===== src/core/isp_map.vh =====
`ifndef ISP_MAP_VH
`define ISP_MAP_VH
// slave address fields
`define ISP_ADDR_TOP 3'h3
`define ISP_ADDR_HI_LOW 3'h4
`define ISP_GCALL 8'h00
`define ISP_HS_CODE 5'h01
`define ISP_PTR_RST 8'h00
// bit counter values
`define ISP_BIT_LAST 4'h7
`define ISP_BIT_ACK 4'h8
// deglitch lengths in ref_clk cycles
`define ISP_FILT_LS 3'h3
`define ISP_FILT_HS 3'h1
`define ISP_FILT_W 3
`endif


===== src/core/isp_fifo.v =====
`timescale 1ns/1ps
module isp_fifo #(
  parameter WIDTH = 16,
  parameter DEPTH = 8,
  parameter AW = 3
) (
  input wire ref_clk,
  input wire reset,
  input wire in_valid,
  output wire in_ready,
  input wire [WIDTH-1:0] in_data,
  output wire out_valid,
  input wire out_ready,
  output wire [WIDTH-1:0] out_data
);
  reg [WIDTH-1:0] mem_q [0:DEPTH-1];
  reg [AW-1:0] wr_q;
  reg [AW-1:0] rd_q;
  reg [AW:0] cnt_q;
  wire push;
  wire pop;

  // full and empty straight from the fill count
  assign in_ready = (cnt_q != DEPTH[AW:0]);
  assign out_valid = (cnt_q != {(AW+1){1'b0}});
  assign out_data = mem_q[rd_q];
  assign push = in_valid & in_ready;
  assign pop = out_valid & out_ready;

  // storage write, no reset needed on data
  always @(posedge ref_clk) begin
    if (push) begin
      mem_q[wr_q] <= in_data;
    end
  end

  // pointers and count
  always @(posedge ref_clk or posedge reset) begin
    if (reset) begin
      wr_q <= {AW{1'b0}};
      rd_q <= {AW{1'b0}};
      cnt_q <= {(AW+1){1'b0}};
    end else begin
      if (push) begin
        wr_q <= (wr_q == DEPTH[AW-1:0] - 1'b1) ? {AW{1'b0}} : wr_q + 1'b1;
      end
      if (pop) begin
        rd_q <= (rd_q == DEPTH[AW-1:0] - 1'b1) ? {AW{1'b0}} : rd_q + 1'b1;
      end
      if (push & ~pop) begin
        cnt_q <= cnt_q + 1'b1;
      end else if (pop & ~push) begin
        cnt_q <= cnt_q - 1'b1;
      end
    end
  end
endmodule // isp_fifo


===== src/core/isp_slave.v =====
// What this block does
// - one bit per clock; data sampled on clock rise, changed only while low
// - data fall with clock high is start, data rise is stop
// - repeated start handled exactly like a fresh start
// - after stop or address mismatch, ignore clock until next start
// - ninth bit acknowledges; drive data low across ninth clock high
// - not-acknowledge leaves data released across ninth clock high
// - address 011, variant bit, then 100 or 0 plus pins 1,0
// - never pull the clock line low
// - general call address zero is not acknowledged
// - works at any bus rate up to high-speed
// - low-speed filters at reset and after every stop
// - write: address, pointer, data, each acknowledged; a data byte only while the fifo has room
// - matching address byte is acknowledged
// - data byte written out on ack clock rise
// - repeated start keeps filter speed, stop returns to low speed
// - receiver on write, transmitter on read, always a slave
// - stop resets the register pointer to zero
// - read: slave sends bytes until master not-acknowledges
// - master code 00001xxx gets not-acknowledge and enables high speed
`timescale 1ns/1ps
`include "isp_map.vh"
module isp_slave #(
  parameter ALT_VARIANT = 1'b0,
  parameter FIFO_DEPTH = 8
) (
  input wire ref_clk,
  input wire reset,
  input wire scl_in,
  output wire scl_out,
  output wire scl_oe,
  input wire sda_in,
  output wire sda_out,
  output wire sda_oe,
  input wire phase_select_pin_0,
  input wire phase_select_pin_1,
  input wire phase_select_pin_2,
  output wire wr_valid,
  input wire wr_ready,
  output wire [7:0] wr_addr,
  output wire [7:0] wr_data,
  output reg [7:0] rd_addr,
  input wire [7:0] rd_data,
  output wire hs_mode,
  output wire busy
);
  localparam ST_IDLE = 3'h0;
  localparam ST_ADDR = 3'h1;
  localparam ST_PTR = 3'h2;
  localparam ST_WDATA = 3'h3;
  localparam ST_RDATA = 3'h4;
  localparam ST_MACK = 3'h5;
  localparam ST_HSCODE = 3'h6;

  reg [1:0] scl_sync_q;
  reg [1:0] sda_sync_q;
  reg [2:0] pin_meta_q;
  reg [2:0] pin_q;
  reg [`ISP_FILT_W-1:0] scl_cnt_q;
  reg [`ISP_FILT_W-1:0] sda_cnt_q;
  reg scl_f_q;
  reg sda_f_q;
  reg [2:0] st_q;
  reg [3:0] bit_q;
  reg [7:0] sh_q;
  reg [7:0] ptr_q;
  reg [7:0] tx_q;
  reg hs_q;
  reg drive_low_q;
  reg ack_q;
  reg push_q;
  reg [15:0] push_data_q;
  reg fall_armed_q;
  wire [`ISP_FILT_W-1:0] filt_len;
  wire scl_rise;
  wire scl_low_sync;
  wire start_det;
  wire stop_det;
  wire [6:0] own_addr;
  wire fifo_in_ready;
  wire [15:0] fifo_out;
  wire addr_match;

  // two-flop synchronisers on both bus lines and the straps
  always @(posedge ref_clk or posedge reset) begin
    if (reset) begin
      scl_sync_q <= 2'h3;
      sda_sync_q <= 2'h3;
      pin_meta_q <= 3'h0;
      pin_q <= 3'h0;
    end else begin
      scl_sync_q <= {scl_sync_q[0], scl_in};
      sda_sync_q <= {sda_sync_q[0], sda_in};
      pin_meta_q <= {phase_select_pin_2, phase_select_pin_1, phase_select_pin_0};
      pin_q <= pin_meta_q;
    end
  end

  assign filt_len = hs_q ? `ISP_FILT_HS : `ISP_FILT_LS;

  // deglitch: accept a new level only after it holds filt_len cycles
  always @(posedge ref_clk or posedge reset) begin
    if (reset) begin
      scl_cnt_q <= {`ISP_FILT_W{1'b0}};
      sda_cnt_q <= {`ISP_FILT_W{1'b0}};
      scl_f_q <= 1'b1;
      sda_f_q <= 1'b1;
    end else begin
      if (scl_sync_q[1] == scl_f_q) begin
        scl_cnt_q <= {`ISP_FILT_W{1'b0}};
      end else if (scl_cnt_q >= filt_len - 1'b1) begin
        scl_f_q <= scl_sync_q[1];
        scl_cnt_q <= {`ISP_FILT_W{1'b0}};
      end else begin
        scl_cnt_q <= scl_cnt_q + 1'b1;
      end
      if (sda_sync_q[1] == sda_f_q) begin
        sda_cnt_q <= {`ISP_FILT_W{1'b0}};
      end else if (sda_cnt_q >= filt_len - 1'b1) begin
        sda_f_q <= sda_sync_q[1];
        sda_cnt_q <= {`ISP_FILT_W{1'b0}};
      end else begin
        sda_cnt_q <= sda_cnt_q + 1'b1;
      end
    end
  end

  // edge finding on the filtered levels; filtered values lag by one update
  reg scl_d1_q;
  reg sda_d1_q;
  always @(posedge ref_clk or posedge reset) begin
    if (reset) begin
      scl_d1_q <= 1'b1;
      sda_d1_q <= 1'b1;
    end else begin
      scl_d1_q <= scl_f_q;
      sda_d1_q <= sda_f_q;
    end
  end
  // sample on filtered rise, shift out once the synchronised line is low
  // filter delay outlasts a short low phase, so output timing skips the filter;
  // a glitch may move data early, but the arm flag allows one update per bit
  assign scl_rise = scl_f_q & ~scl_d1_q;
  assign scl_low_sync = ~scl_sync_q[1];
  assign start_det = scl_f_q & scl_d1_q & sda_d1_q & ~sda_f_q;
  assign stop_det = scl_f_q & scl_d1_q & ~sda_d1_q & sda_f_q;

  // own address from variant and straps
  assign own_addr = {`ISP_ADDR_TOP, ALT_VARIANT[0],
    (pin_q[2] ? `ISP_ADDR_HI_LOW : {1'b0, pin_q[1], pin_q[0]})};
  assign addr_match = (sh_q[7:1] == own_addr);

  assign scl_out = 1'b0;
  assign scl_oe = 1'b0;
  // open drain data: only ever pull low
  assign sda_out = 1'b0;
  assign sda_oe = drive_low_q;
  assign hs_mode = hs_q;
  assign busy = (st_q != ST_IDLE);
  // read address tracks the pointer
  always @* begin
    rd_addr = ptr_q;
  end

  // main byte engine
  always @(posedge ref_clk or posedge reset) begin
    if (reset) begin
      st_q <= ST_IDLE;
      bit_q <= 4'h0;
      sh_q <= 8'h00;
      ptr_q <= `ISP_PTR_RST;
      tx_q <= 8'h00;
      hs_q <= 1'b0;
      drive_low_q <= 1'b0;
      ack_q <= 1'b0;
      fall_armed_q <= 1'b0;
      push_q <= 1'b0;
      push_data_q <= 16'h0000;
    end else begin
      push_q <= 1'b0;
      if (stop_det) begin
        st_q <= ST_IDLE;
        drive_low_q <= 1'b0;
        fall_armed_q <= 1'b0;
        // stop drops back to low speed
        hs_q <= 1'b0;
        ptr_q <= `ISP_PTR_RST;
      end else if (start_det) begin
        // repeated start same as start, speed kept
        st_q <= ST_ADDR;
        bit_q <= 4'h0;
        drive_low_q <= 1'b0;
        fall_armed_q <= 1'b0;
        ack_q <= 1'b0;
      end else if (st_q != ST_IDLE && scl_rise) begin
        // no bus timeout anywhere, so any clock rate from zero works
        fall_armed_q <= 1'b1;
        if (bit_q <= `ISP_BIT_LAST) begin
          if (st_q != ST_RDATA) begin
            sh_q <= {sh_q[6:0], sda_f_q};
          end
          bit_q <= bit_q + 1'b1;
        end else begin
          bit_q <= 4'h0;
          case (st_q)
            ST_ADDR: begin
              if (ack_q) begin
                st_q <= sh_q[0] ? ST_RDATA : ST_PTR;
                tx_q <= rd_data;
              end else if (sh_q[7:3] == `ISP_HS_CODE) begin
                // master code: no ack, switch to fast filters
                hs_q <= 1'b1;
                st_q <= ST_IDLE;
              end else begin
                // mismatch ignores bus until next start
                st_q <= ST_IDLE;
              end
            end
            ST_PTR: begin
              // pointer byte first, data bytes after it
              ptr_q <= sh_q;
              st_q <= ST_WDATA;
            end
            ST_WDATA: begin
              if (ack_q) begin
                // byte handed out on ack clock rise
                push_q <= 1'b1;
                push_data_q <= {ptr_q, sh_q};
                ptr_q <= ptr_q + 8'h01;
              end
            end
            ST_RDATA: begin
              // master ack asks for more, nack ends
              if (!sda_f_q) begin
                tx_q <= rd_data;
              end else begin
                st_q <= ST_IDLE;
              end
            end
            default: begin
              st_q <= ST_IDLE;
            end
          endcase
        end
      end else if (st_q != ST_IDLE && fall_armed_q && scl_low_sync) begin
        fall_armed_q <= 1'b0;
        drive_low_q <= 1'b0;
        if (bit_q == `ISP_BIT_ACK && st_q != ST_RDATA) begin
          // ack for own address, pointer, or data with room
          // general call never matches own address
          ack_q <= (st_q == ST_ADDR) ? (addr_match && sh_q != `ISP_GCALL) :
            (st_q == ST_WDATA) ? fifo_in_ready : 1'b1;
          drive_low_q <= (st_q == ST_ADDR) ? (addr_match && sh_q != `ISP_GCALL) :
            (st_q == ST_WDATA) ? fifo_in_ready : 1'b1;
        end else if (st_q == ST_RDATA && bit_q <= `ISP_BIT_LAST) begin
          // transmit msb first; release for master ack
          drive_low_q <= ~tx_q[3'h7 - bit_q[2:0]];
          if (bit_q == `ISP_BIT_LAST) begin
            // pointer steps after each byte read
            ptr_q <= ptr_q + 8'h01;
          end
        end else if (st_q == ST_RDATA) begin
          drive_low_q <= 1'b0;
        end
      end
    end
  end

  // write port buffered; ack withheld when full so the master retries
  isp_fifo #(
    .WIDTH(16),
    .DEPTH(FIFO_DEPTH),
    .AW(3)
  ) u_fifo (
    .ref_clk(ref_clk),
    .reset(reset),
    .in_valid(push_q),
    .in_ready(fifo_in_ready),
    .in_data(push_data_q),
    .out_valid(wr_valid),
    .out_ready(wr_ready),
    .out_data(fifo_out)
  );
  assign wr_addr = fifo_out[15:8];
  assign wr_data = fifo_out[7:0];
endmodule // isp_slave


===== config.mk =====
export PLATFORM = sky130hd
export DESIGN_NAME = isp_slave
export DESIGN_NICKNAME = d
export VERILOG_FILES = /design/src/core/isp_fifo.v /design/src/core/isp_slave.v
export VERILOG_INCLUDE_DIRS = /design/src /design/src/core
export SDC_FILE = /design/constraint.sdc
export NUM_CORES = 1
export LEC_CHECK = 0
export ABC_AREA = 1
export BUFFER_PORTS_ARGS = -buffer_cell sky130_fd_sc_hd__buf_2
export CORE_ASPECT_RATIO = 1.5
export CORE_MARGIN = 10
export CORE_UTILIZATION = 61
export DETAILED_ROUTE_END_ITERATION = 8
export PLACE_DENSITY = 0.87
export SLEW_MARGIN = 10
export SYNTH_ARGS = -nofsm -noshare
export SYNTH_HDL_FRONTEND = slang
export SYNTH_HIERARCHICAL = 1
export SYNTH_SLANG_ARGS = --single-unit

===== constraint.sdc =====
create_clock -name ref_clk -period 2.65 [get_ports ref_clk]
set_clock_uncertainty 0.15 [all_clocks]
set_input_delay 0.265 -clock ref_clk [delete_from_list [all_inputs] [get_ports ref_clk]]
set_output_delay 0.265 -clock ref_clk [all_outputs]
set_load 0.05 [all_outputs]

==> flow_summary.toml <==
[timing]
finalMaxSlewViolations = 0
worst_pin_slew_ps = 755.2
setup_viol = 0
hold_ws_ps = 189.1
hold_violations = 0
fin_crit_sh_pct = 93.45
max_freq_ghz = 0.4038
rsz0062_at_grt = "false"
layout_min_cycle_time_ps = 2476
fin_ws_ps = 173.6
max-slew-margin-rel_pct = 49.47
tns_ps = 0

[power_and_ir_drop]
powerDensity_nw_per_um2 = 692.1
p_leak_uw = 0.004049
ir_worst_vdd_uv = 623.2

[yosys]
synth_common_cells = "305 x nand2_1, 128 x edfxtp_1, 84 x o21ai_0, 74 x dfrtp_1, 70 x inv_1"
ys_ff_latch = 210
syn_area_per_cell_um2 = 10.16
synth_cell_types = 42
synth.most_common_cell = "nand2_1"
synth_top_area_share_pct = 41.62
synth-seq-area-share_pct = 63.95
synth_flop_cell = "edfxtp_1"
syn_inst = 909
synth_top_area_cell = "edfxtp_1"
ys_top_cells_by_area = "edfxtp_1 42%, dfrtp_1 20%, nand2_1 12%, o21ai_0 4.6%, inv_1 2.8%"
synth_edf_count = 128
async_flop_share_pct = 39.05
yosys_warnings = 6
synth_area_um2 = 9235

[critical_path]
crit_cells = 6
worst-setup-path-type = "register to primary output"
crit_slowest_cell = "dfrtp_1"
reg2reg_depth = 12
reg2reg_to = "u_fifo/cnt_q[3]"
crit_fanout = 32
start_kind = "register"
endpoint_kind = "primary output"
arrival_ps = 2060
max_stage_delay_ps = 390
critical_path.reg2reg.startpoint = "u_fifo/cnt_q[0]"
cp_cell_sequence = "clkinv_2 > o21ai_0 > o21ai_1 > nand2_1 > nand2_1 > buf_2"
path_buf_inv = 2
setup.worst_path.start = "u_fifo/rd_q[1]"
crit_top_cell = "nand2_1"
r2r_slack_ps = 200
cpLargestDelayFamily = "buffers and inverters"
required_ps = 2240

[global_route]
track_usage_pct = 19.77
grt_pass1_wl_um = 32950
grt_overflow = 0
grt_pass1_vias = 6744
antenna_found_initial = 0
grt_max_degree = 45

[drt]
drc = 0
avgViaCountPerCell = 5.496
vias = 6513
drtIter0Drc = 503
drt_first_pass_iters = 5
routed_wl_um = 20010
postRouteAntennaNets = 0
post_drt_wl_per_cell_um = 16.89

[floorplanning]
start_util_pct = 61.56
core_um2 = 15000
fp.dieH_um = 170.7
num_rows = 55
fp.dieW_um = 120.5
die-area_um2 = 20560
io_pins = 47

[run]
cap_violations = 0

[hold_path]
hold_path_class = "input pin to async pin"

[clocking]
htreeDepth = 1
cts.clk_slew.worst_paths_ps = 60
cts_tree = "yes"
clk_path_buf_depth = 3
clock_sinks = 210
cts-buffers-inserted = 19
clk_latency_ps = 480
root_buffer = "clkbuf_16"

[placement]
dpl.hpwl_um = 12550
post-place-ws_ps = 45.06
routabilityCongestion = 0.9095
io_buffer_count = 43
dp.cells = 1136

[finish]
nNetsFinal = 1004
syn_to_final_growth_pct = 12.51
final_cells = 1185
fin_util_pct = 69.26
drive_gt1_share_pct = 13.79
num_antenna_cells = 0
fillers = 1105

[status]
status = "finished, final reports clean"
[area by class of cell]
class,instances,area (µm²),share of cell area [%]
clock inverter,5,77.57,0.7466
inverter,77,294.0,2.830
tap,199,249.0,2.396
multi-input combinational,592,2831,27.25
clock buffer,29,536.8,5.166
timing repair buffer,73,494.2,4.757
sequential,210,5907,56.85
[metal layers]
layer	track usage (%)	vias to the layer above	routed length, µm
li1	-	3123	-
met1	20.92	3091	7250
met2	36.75	233	10700
met3	3.298	66	1248
met4	9.842	0	811
met5	0	-	0
[tightest hold or removal path, stage by stage]
cell and delay (ps):
dlygate4sd3_1 540, buf_2 130, inv_1 310
[cell usage in the layout, fill, tap and decap left out, drive strengths merged]
master and count:
a21oi 10, buf 58, bufinv 2, clkbuf 29, clkinv 4, conb 3
dfrtp 74, dfstp 8, dlygate4sd3 15, edfxtp 128, fa 1, ha 14
inv 76, nand2 313, nand3 28, nand4 8, nor2 71, nor3 4
nor4 1, o2111ai 2, o21ai 128, o22ai 1, o31ai 1, or2 2
xnor2 3, xor2 2
[registers in the layout, summed over array words and instances (netlist names), 2 cells and up]
register      count
pin_meta_q        3
sh_q              8
scl_sync_q        2
pin_q             3
sda_sync_q        2
bit_q             4
u_fifo/rd_q       3
tx_q              8
st_q              3
rd_addr           8
scl_cnt_q         3
sda_cnt_q         3
u_fifo/mem_q    128
u_fifo/cnt_q      4
push_data_q      16
u_fifo/wr_q       3
[where the power goes]
group | internal [µW] | switching [µW]
logic | 220 | 553
clock network | 1600 | 1100
registers | 3580 | 134
total | 5400 | 1790
[timing repair]
| item | CTS | global route |
|---|---|---|
| hold buffers | 15 | 0 |
| gates resized for setup | 1 | 5 |
| gates cloned | 0 | 0 |
| hold endpoints to repair | 46 | 0 |
| setup endpoints to repair | 1 | 12 |
| buffers inserted | 0 | 0 |
[metrics by stage]
stage / cell area, µm² / power [µW]
after floorplan: 9248 / 4322
after global placement: 9615 / 4490
after detailed placement: 9615 / 4515
after CTS: 10380 / 7226
after global routing: 10390 / 7489
final: 10390 / 7191
[cells by family after synthesis]
kind of cell | synth area share [%]
buffers and inverters | 5.555
DFF | 63.95
and+or+nand+nor | 19.46
other | 0.04061
xor gates and xnor gates | 0.4743
adders and majority gates | 2.114
AOI/OAI and AO/OA | 8.414
[worst max-delay path by stage]
stage,to,slack [ps]
after floorplan,u_fifo/cnt_q[3],170
after global placement,u_fifo/cnt_q[3],170
after detailed placement,u_fifo/cnt_q[3],50
after CTS,wr_addr[0],40
after global routing,u_fifo/cnt_q[3],30
final,wr_addr[0],170
No activity file was read; power rests on OpenSTA's default activity.
